### src/irq_mask_pkg.sv
// Purpose: shared constants for the upper interrupt enable byte block
// Assumes: 32-bit apb data, one aligned word per register
// Notes:   printed offsets are not multiples of four, so byte address is four times index
package irq_mask_pkg;
	localparam int          SRC_COUNT        = 8;
	localparam logic [7:0]  MASK_HI_INDEX    = 8'h45;
	localparam logic [11:0] MASK_HI_ADDR     = {2'h0, MASK_HI_INDEX, 2'h0};
	localparam logic [11:0] STATUS_ADDR      = 12'h400;
	localparam logic [11:0] RAW_ADDR         = 12'h404;
	localparam logic [7:0]  MASK_HI_RESET    = 8'h00;
	localparam logic [7:0]  STATUS_RESET     = 8'h00;
	localparam int          BIT_EXT_FRAME    = 7;
	localparam int          BIT_SEC_CHANGE   = 6;
	localparam int          BIT_PHASE_ALARM  = 5;
	localparam int          BIT_SEC_LOST     = 4;
	localparam int          BIT_B_CODE_ERR   = 3;
	localparam int          BIT_B_SIG_LOSS   = 2;
	localparam int          BIT_A_CODE_ERR   = 1;
	localparam int          BIT_A_SIG_LOSS   = 0;
endpackage

### src/irq_bus_if.sv
// Purpose: carries decoded register writes from the bus slave to the register store
// Assumes: single clock
// Notes:   write strobe is one cycle per completed apb write
interface irq_bus_if;
	logic        wr_mask;
	logic        wr_status;
	logic [7:0]  wdata;
	logic [7:0]  mask;
	logic [7:0]  status;
	modport slave (output wr_mask, output wr_status, output wdata, input mask, input status);
	modport store (input wr_mask, input wr_status, input wdata, output mask, output status);
endinterface

### src/irq_apb_slave.sv
// Purpose: apb slave decode for the interrupt enable block
// Assumes: zero wait states, pslverr on unmapped address
// Notes:   read data registered in the setup cycle
module irq_apb_slave
	import irq_mask_pkg::*;
(
	input  wire logic        clk_sys_in,
	input  wire logic        rst_n_in,
	input  wire logic        psel_in,
	input  wire logic        penable_in,
	input  wire logic        pwrite_in,
	input  wire logic [11:0] paddr_in,
	input  wire logic [31:0] pwdata_in,
	input  wire logic [7:0]  raw_in,
	output logic      [31:0] prdata_out,
	output logic             pslverr_out,
	irq_bus_if.slave         bus
);
	logic mapped;
	logic access;

	always_comb begin
		if (paddr_in == MASK_HI_ADDR) begin
			mapped = 1'b1;
		end else if (paddr_in == STATUS_ADDR) begin
			mapped = 1'b1;
		end else if (paddr_in == RAW_ADDR) begin
			mapped = 1'b1;
		end else begin
			mapped = 1'b0;
		end
	end

	assign access        = psel_in && penable_in;
	assign pslverr_out   = access && !mapped;
	assign bus.wdata     = pwdata_in[7:0];
	assign bus.wr_mask   = access && pwrite_in && (paddr_in == MASK_HI_ADDR);
	assign bus.wr_status = access && pwrite_in && (paddr_in == STATUS_ADDR);

	// setup-cycle capture keeps read data a flop output with no wait state
	always_ff @(posedge clk_sys_in or negedge rst_n_in) begin
		if (!rst_n_in) begin
			prdata_out <= 32'h0000_0000;
		end else if (psel_in && !penable_in && !pwrite_in) begin
			if (paddr_in == MASK_HI_ADDR) begin
				prdata_out <= {24'h00_0000, bus.mask};
			end else if (paddr_in == STATUS_ADDR) begin
				prdata_out <= {24'h00_0000, bus.status};
			end else if (paddr_in == RAW_ADDR) begin
				prdata_out <= {24'h00_0000, raw_in};
			end else begin
				prdata_out <= 32'h0000_0000;
			end
		end
	end
endmodule

### src/irq_mask_store.sv
// Purpose: enable byte and sticky status storage
// Assumes: event inputs are one-cycle or level, synchronous
// Notes:   set wins over write-one-to-clear
module irq_mask_store
	import irq_mask_pkg::*;
(
	input  wire logic       clk_sys_in,
	input  wire logic       rst_n_in,
	input  wire logic [7:0] event_in,
	irq_bus_if.store        bus
);
	logic [7:0] mask;
	logic [7:0] status;

	always_ff @(posedge clk_sys_in or negedge rst_n_in) begin
		if (!rst_n_in) begin
			mask <= MASK_HI_RESET;
		end else if (bus.wr_mask) begin
			mask <= bus.wdata;
		end
	end

	genvar g;
	generate
		for (g = 0; g < SRC_COUNT; g++) begin : g_stat
			always_ff @(posedge clk_sys_in or negedge rst_n_in) begin
				if (!rst_n_in) begin
					status[g] <= STATUS_RESET[g];
				end else if (event_in[g]) begin
					status[g] <= 1'b1;
				end else if (bus.wr_status && bus.wdata[g]) begin
					status[g] <= 1'b0;
				end
			end
		end
	endgenerate

	assign bus.mask   = mask;
	assign bus.status = status;
endmodule

### src/interrupt_mask_upper_byte.sv
// Purpose: upper enable byte of the interrupt mask, with sticky alarm status and irq output
// Assumes: alarm inputs synchronous to clk_sys_in, apb register access
// Notes:   irq is a level, high while any enabled status bit is set
module interrupt_mask_upper_byte
	import irq_mask_pkg::*;
(
	input  wire logic        clk_sys_in,
	input  wire logic        rst_n_in,
	input  wire logic        psel_in,
	input  wire logic        penable_in,
	input  wire logic        pwrite_in,
	input  wire logic [11:0] paddr_in,
	input  wire logic [31:0] pwdata_in,
	output logic      [31:0] prdata_out,
	output logic             pready_out,
	output logic             pslverr_out,
	input  wire logic        ext_frame_pulse_alarm_in,
	input  wire logic        secondary_path_state_change_in,
	input  wire logic        phase_monitor_alarm_in,
	input  wire logic        secondary_path_sources_lost_in,
	input  wire logic        coded_input_b_code_error_in,
	input  wire logic        coded_input_b_signal_loss_in,
	input  wire logic        coded_input_a_code_error_in,
	input  wire logic        coded_input_a_signal_loss_in,
	output logic      [7:0]  gated_alarm_out,
	output logic             irq_out
);
	irq_bus_if  bus ();
	logic [7:0] events;
	logic [7:0] next_gated;

	assign events[BIT_EXT_FRAME]   = ext_frame_pulse_alarm_in;
	assign events[BIT_SEC_CHANGE]  = secondary_path_state_change_in;
	assign events[BIT_PHASE_ALARM] = phase_monitor_alarm_in;
	assign events[BIT_SEC_LOST]    = secondary_path_sources_lost_in;
	assign events[BIT_B_CODE_ERR]  = coded_input_b_code_error_in;
	assign events[BIT_B_SIG_LOSS]  = coded_input_b_signal_loss_in;
	assign events[BIT_A_CODE_ERR]  = coded_input_a_code_error_in;
	assign events[BIT_A_SIG_LOSS]  = coded_input_a_signal_loss_in;

	assign pready_out = 1'b1;

	irq_apb_slave u_slave (
		.clk_sys_in  (clk_sys_in),
		.rst_n_in    (rst_n_in),
		.psel_in     (psel_in),
		.penable_in  (penable_in),
		.pwrite_in   (pwrite_in),
		.paddr_in    (paddr_in),
		.pwdata_in   (pwdata_in),
		.raw_in      (events),
		.prdata_out  (prdata_out),
		.pslverr_out (pslverr_out),
		.bus         (bus)
	);

	irq_mask_store u_store (
		.clk_sys_in (clk_sys_in),
		.rst_n_in   (rst_n_in),
		.event_in   (events),
		.bus        (bus)
	);

	// per-source gating toward the device interrupt; status still records masked alarms
	always_comb begin
		next_gated                  = bus.status & bus.mask;
		next_gated[BIT_EXT_FRAME]   = bus.status[BIT_EXT_FRAME] & bus.mask[BIT_EXT_FRAME];
		next_gated[BIT_SEC_CHANGE]  = bus.status[BIT_SEC_CHANGE] & bus.mask[BIT_SEC_CHANGE];
		next_gated[BIT_PHASE_ALARM] = bus.status[BIT_PHASE_ALARM] & bus.mask[BIT_PHASE_ALARM];
		next_gated[BIT_SEC_LOST]    = bus.status[BIT_SEC_LOST] & bus.mask[BIT_SEC_LOST];
		next_gated[BIT_B_CODE_ERR]  = bus.status[BIT_B_CODE_ERR] & bus.mask[BIT_B_CODE_ERR];
		next_gated[BIT_B_SIG_LOSS]  = bus.status[BIT_B_SIG_LOSS] & bus.mask[BIT_B_SIG_LOSS];
		next_gated[BIT_A_CODE_ERR]  = bus.status[BIT_A_CODE_ERR] & bus.mask[BIT_A_CODE_ERR];
		next_gated[BIT_A_SIG_LOSS]  = bus.status[BIT_A_SIG_LOSS] & bus.mask[BIT_A_SIG_LOSS];
	end

	assign gated_alarm_out = next_gated;
	assign irq_out         = |next_gated;
endmodule

### config.mk
export PLATFORM = sky130hd
export DESIGN_NAME = interrupt_mask_upper_byte
export DESIGN_NICKNAME = d
export VERILOG_FILES = /design/src/irq_mask_pkg.sv /design/src/irq_bus_if.sv /design/src/irq_apb_slave.sv /design/src/irq_mask_store.sv /design/src/interrupt_mask_upper_byte.sv
export SDC_FILE = /design/constraint.sdc
export NUM_CORES = 1
export LEC_CHECK = 0
export CORE_MARGIN = 3
export CORE_UTILIZATION = 50
export CTS_CLUSTER_SIZE = 25
export DETAILED_ROUTE_END_ITERATION = 8
export DONT_BUFFER_PORTS = 1
export HOLD_SLACK_MARGIN = 0.15
export PLACE_DENSITY = 0.68
export SYNTH_ARGS = -nofsm -noshare
export SYNTH_HDL_FRONTEND = slang
export SYNTH_SLANG_ARGS = --single-unit
### constraint.sdc
create_clock -name clk_sys_in -period 1.7 [get_ports clk_sys_in]
set_input_delay 0.17 -clock clk_sys_in [delete_from_list [all_inputs] [get_ports clk_sys_in]]
set_output_delay 0.17 -clock clk_sys_in [all_outputs]
set_load 0.1 [all_outputs]
==> results of run 1 <==
==> state kept, by name, summed over array words and instances (netlist names) <==
signal	count
u_slave.prdata_out	8
u_store.bus.mask	8
u_store.bus.status	8
==> how the worst max path moves through the flow <==
stage,start,endpoint,slack [ns]
after floorplan,u_store.bus.mask[2],irq_out,-0.22
after global placement,u_store.bus.mask[2],irq_out,-0.16
after detailed placement,u_store.bus.mask[2],irq_out,-0.16
after CTS,u_store.bus.mask[2],irq_out,-0.51
after global routing,u_store.bus.mask[2],irq_out,-0.54
final,u_store.bus.mask[2],irq_out,-0.50
==> cell type report <==
| cell class | instances | area, um^2 | share of cell area [%] |
|---|---|---|---|
| multi-input combinational | 104 | 776 | 40.4 |
| clock inverter | 1 | 30.0 | 1.56 |
| inverter | 9 | 33.8 | 1.76 |
| sequential | 24 | 601 | 31.3 |
| timing repair buffer | 50 | 418 | 21.8 |
| clock buffer | 3 | 22.5 | 1.17 |
| tap | 31 | 38.8 | 2.02 |
==> critical path: stages, from the launching register on <==
cell and delay, ns:
dfrtp_1 0.40, and2_4 0.17, or4_4 0.53, or4_4 0.61
==> cell usage after synthesis (all sizes together) <==
| master | count |
|---|---|
| buf | 28 |
| dfrtp | 24 |
| or4 | 13 |
| inv | 9 |
| nor2 | 9 |
| a32o | 8 |
| a41oi | 8 |
| and2 | 8 |
| mux2 | 8 |
| mux2i | 8 |
| o21ai | 8 |
| clkbuf | 4 |
| conb | 2 |
| or3b | 2 |
| a211oi | 1 |
| nand2 | 1 |
| nand3 | 1 |
| nand4b | 1 |
| nor3 | 1 |
| nor4 | 1 |
| or2 | 1 |
==> metal layers <==
metal	global-route usage, %	vias up	wire length (um)
li1	-	578	-
met1	26.0	619	1590
met2	37.7	60	1880
met3	2.77	4	252
met4	8.05	0	40
met5	0	-	0
==> power groups by stage <==
| stage | clock, uW | combinational (uW) | sequential, uW |
|---|---|---|---|
| 3_5_place_dp | 0 | 303 | 583 |
| 3_3_place_gp | 0 | 302 | 583 |
| 4_1_cts | 427 | 352 | 572 |
| 2_1_floorplan | 0 | 340 | 584 |
| 5_1_grt | 442 | 368 | 572 |
| 6_report | 422 | 353 | 572 |
==> kinds of logic after synthesis <==
logic type / synth area share [%]
AO/OA/AOI/OAI: 13.1
buffers and inverters: 17.0
flip-flops: 39.7
multiplexers: 13.2
other: 0.497
AND/OR/NAND/NOR: 16.5
==> what timing repair did <==
| action | 4_1_cts | 5_1_grt |
|---|---|---|
| hold buffers | 17 | 0 |
| endpoints found under the hold margin | 40 | 0 |
| buffers inserted | 0 | 0 |
| resized for setup | 1 | 0 |
| setup endpoints to repair | 1 | 1 |
==> per-stage QoR <==
step,utilization (%),setup WS [ns],setup TNS (ns),cells,total power (uW)
3_3_place_gp,59.8,-0.164,-1.37,201,884
6_report,67.8,-0.502,-0.502,222,1350
2_1_floorplan,-,-0.225,-1.33,169,924
5_1_grt,67.8,-0.544,-0.544,222,1380
4_1_cts,67.8,-0.509,-0.509,222,1350
3_5_place_dp,59.8,-0.157,-1.69,201,886
==> flow_summary.ini, run 1 <==
[run]
max-cap-violations = 0

[worst_hold_path]
holdPathStages = 2
hold_class = primary input to register
min_from = paddr_in[2]
holdPathEnd = u_store.bus.status[4]

[place]
hpwl_um = 2680
placed_area_um2 = 1690
io_buffers = 0
place.gp.congestion = 0.727

[drt]
viasPerCell = 5.68
post_drt_wl_per_cell_um = 16.9
drt-total-wl_um = 3760
ant_nets = 0
drtPass1Iterations = 4
dr.first_iter.drc_count = 51
route.vias.total = 1261
drc = 0

[global_route]
grt_pass1_vias = 1241
grt_max_degree = 25
grt_first_pass_wirelength_um = 5780
track_usage_pct = 21.2
antenna_found_initial = 0
grt_overflow_total = 0

[synth]
yosys-top-cells-area = dfrtp_1 40%, buf_4 12%, mux2_4 7.9%, or4_1 6.0%, a32o_1 5.3%
synth_warnings = 0
synth_top_area_share_pct = 39.7
synth_area_per_cell_um2 = 10.4
yosysSeqAreaShare_pct = 39.7
yosys.area.top_type = dfrtp_1
synth.distinct_cells = 25
syn_area_um2 = 1510
syn-instance-count = 146
synth-seq-cells = 24

[floorplanning]
placementRows = 19
fp.dieArea_um2 = 3720
start_util_pct = 53.4
die_w_um = 61.0
die_h_um = 61.0
core-area_um2 = 2830
io_pins = 100

[power_and_ir_drop]
seqPwrFrac_pct = 42.4
peakVddDrop_v = 0.000373
p_leak_uw = 0.000941
power_density_nw_per_um2 = 702
netSwitchingPower_uw = 487
comb_power_share_pct = 26.2
pwr-share-clk_pct = 31.3
p_sw_share_pct = 36.2
intPower_uw = 860

[setup_path]
critPathLaunchType = register
criticalPathCategory = register to output pin
arrival_ns = 2.03
worstPathRequired_ns = 1.53
end_kind = output pin
cp_max_fo = 2
worst-r2r-cell-count = 3
reg2reg_to = u_slave.prdata_out[3]
rrSetupSlack_ns = 0.26
r2r_start = u_store.bus.mask[3]

[sta]
setup_viol = 1
worst_slew_pin_slew_ns = 1.09
max_freq_mhz = 454
finalHoldViolCount = 0
fin_skew_ns = 0.000867
drv_slew = 0
max_slew_margin_pct = 26.8
finalCriticalPeriod_ns = 2.20
setup_ws_ns = -0.502
hold_ws_ns = 0.203
rsz0062_at_grt = true
period_share_pct = 130

[clock_network]
clockBufferDepth = 2
clk_pin_slew_worst_paths_ns = 0.14
cts_tree = done
cts_root_buffer = clkbuf_4
htreeDepth = 1
cts_num_sinks = 24
numCtsBuffers = 3
clock_latency_ns = 0.32

[finish]
fin_area_um2 = 1920
final_common_cell = buf_4
drive_above_1_share_pct = 32.5
fillers = 223
layout_common_cells = 33 x buf_4, 25 x conb_1, 24 x dfrtp_1
area.growth.synth_to_final_pct = 27.0
antenna_cells = 0
layout.nets = 249

[status]
status = complete, but fails checks
violations = setup timing
No activity file was read; power rests on OpenSTA's default activity.
==> inputs of run 2 (changes only) <==
- CORE_UTILIZATION: 50 -> 55
- PLACE_DENSITY: 0.68 -> 0.73
==> run 2 against run 1 <==
  * The flow still finishes with violations (setup timing)
  * Die area is 8.2% lower
  * Non-clock buffer count is 2 higher
  * Sequential share of layout area is 0.22 points lower
  * Via count is 1.8% higher
  * Final area is 0.72% higher
  * First-iteration DRC count is 29% lower
  * Largest power group unchanged
==> flow_summary.ini, run 2 (synthesis gave the netlist of run 1 again) <==
[status]
violations = setup timing
status = complete, but fails checks

[power_and_ir_drop]
peakVddDrop_v = 0.000588
power_density_nw_per_um2 = 697
p_leak_uw = 0.000952

[clock_network]
htreeDepth = 1
clockBufferDepth = 2
clk_pin_slew_worst_paths_ns = 0.14
cts_num_sinks = 24
cts_root_buffer = clkbuf_4
numCtsBuffers = 3
clock_latency_ns = 0.32
cts_tree = done

[sta]
worst_slew_pin_slew_ns = 1.10
period_share_pct = 129
hold_ws_ns = 0.215
setup_ws_ns = -0.496
max_slew_margin_pct = 26.4
finalCriticalPeriod_ns = 2.20
finalHoldViolCount = 0
setup_viol = 1
fin_skew_ns = 0.00399
rsz0062_at_grt = true
drv_slew = 0
tns_ns = -0.496
max_freq_mhz = 455

[floorplanning]
io_pins = 100
start_util_pct = 59.4
placementRows = 18
die_h_um = 58.4
fp.dieArea_um2 = 3410
die_w_um = 58.4
core-area_um2 = 2540

[setup_path]
cp_max_fo = 2
arrival_ns = 2.03
cp_common_cell = or4_4
worst-r2r-cell-count = 3
worst_path_max_delay_cell = or4_4
criticalPathCategory = register to output pin
reg2reg_to = u_slave.prdata_out[1]
path_cells = and2_4, or4_4, or4_4
critPathLaunchType = register
cpPeakStageDelay_ns = 0.61
r2r_start = u_store.bus.mask[1]
end_kind = output pin
worstPathRequired_ns = 1.53
rrSetupSlack_ns = 0.26

[run]
max-cap-violations = 0

[drt]
viasPerCell = 5.76
route.vias.total = 1284
drtPass1Iterations = 5
ant_nets = 0
dr.first_iter.drc_count = 36
post_drt_wl_per_cell_um = 17.4
drc = 0
drt-total-wl_um = 3870

[global_route]
grt-busiest-layer = met2
grt_overflow_total = 0
grt_pass1_vias = 1308
grtUsageMet3_pct = 1.97
grt_max_degree = 25
met1_usage_pct = 30.4
antenna_found_initial = 0
grt_first_pass_wirelength_um = 6200
track_usage_pct = 24.0
grt_use_met2_pct = 42.9

[finish]
fillers = 194
drive_above_1_share_pct = 33.2
register_area_um2 = 601
area.growth.synth_to_final_pct = 27.9
multi_input_area_um2 = 776
fin_util_pct = 76.0
antenna_cells = 0
reg.largest.list = u_slave.prdata_out x8, u_store.bus.mask x8, u_store.bus.status x8
finalNonFillerCells = 223
final_common_cell = buf_4
layout.nets = 251
layout_common_cells = 35 x buf_4, 25 x conb_1, 24 x dfrtp_1

[place]
dp.cells = 202
hpwl_um = 2780
place.gp.congestion = 0.729
io_buffers = 0
dp_slack_ns = -0.152

[worst_hold_path]
min_from = paddr_in[2]
holdPathStages = 2
holdPathEnd = u_store.bus.status[7]
hold_class = primary input to register
[run 2: cell types whose count changed in the layout (fill, tap and decap cells not counted), sizes merged]
cell,before,now
buf,33,35
[run 2: metal layers]
layer / part of all wire, % / routed length [um] / up-vias
met5: 0 / 0 / -
met4: 0.93 / 36 / 0
met3: 8.8 / 340 / 4
met2: 53 / 2040 / 77
met1: 38 / 1450 / 624
li1: - / - / 579
[run 2: worst max-delay path, delay by kind of cell, from the launching register on]
family        cells  cell delay (ns)
simple gates      3             1.30
flops             1             0.41
[run 2: where the power goes]
part           switching [uW]  internal [uW]  total (uW)
logic                     304           50.0         353
registers               0.289            571         572
clock network             183            238         422
total                     487            860        1350
[run 2: what timing repair did]
action / CTS / global route
gates resized for setup: 1 / 0
setup endpoints to repair: 1 / 1
setup buffers: 0 / 0
hold buffers: 17 / 0
endpoints found under the hold margin: 40 / 0
[run 2: worst max path at each step]
stage / cells after the start / to / from
6_report: 3 / irq_out / u_store.bus.mask[2]
5_1_grt: 3 / irq_out / u_store.bus.mask[2]
4_1_cts: 3 / irq_out / u_store.bus.mask[2]
3_5_place_dp: 3 / irq_out / u_store.bus.mask[2]
3_3_place_gp: 3 / irq_out / u_store.bus.mask[2]
2_1_floorplan: 3 / irq_out / u_store.bus.mask[2]
[run 2: cell type report]
class                   instances  share of cell area, %
repair buffers                 52                   22.4
flip-flops and latches         24                   31.1
inverters                       9                   1.75
well taps                      30                   1.94
multi-input cells             104                   40.1
clock inverters                 1                   1.55
clock buffers                   3                   1.17
[run 2: through the flow]
step / area [um^2] / power [uW]
6_report: 1930 / 1350
3_3_place_gp: 1710 / 884
5_1_grt: 1930 / 1380
2_1_floorplan: 1640 / 924
4_1_cts: 1930 / 1350
3_5_place_dp: 1710 / 886
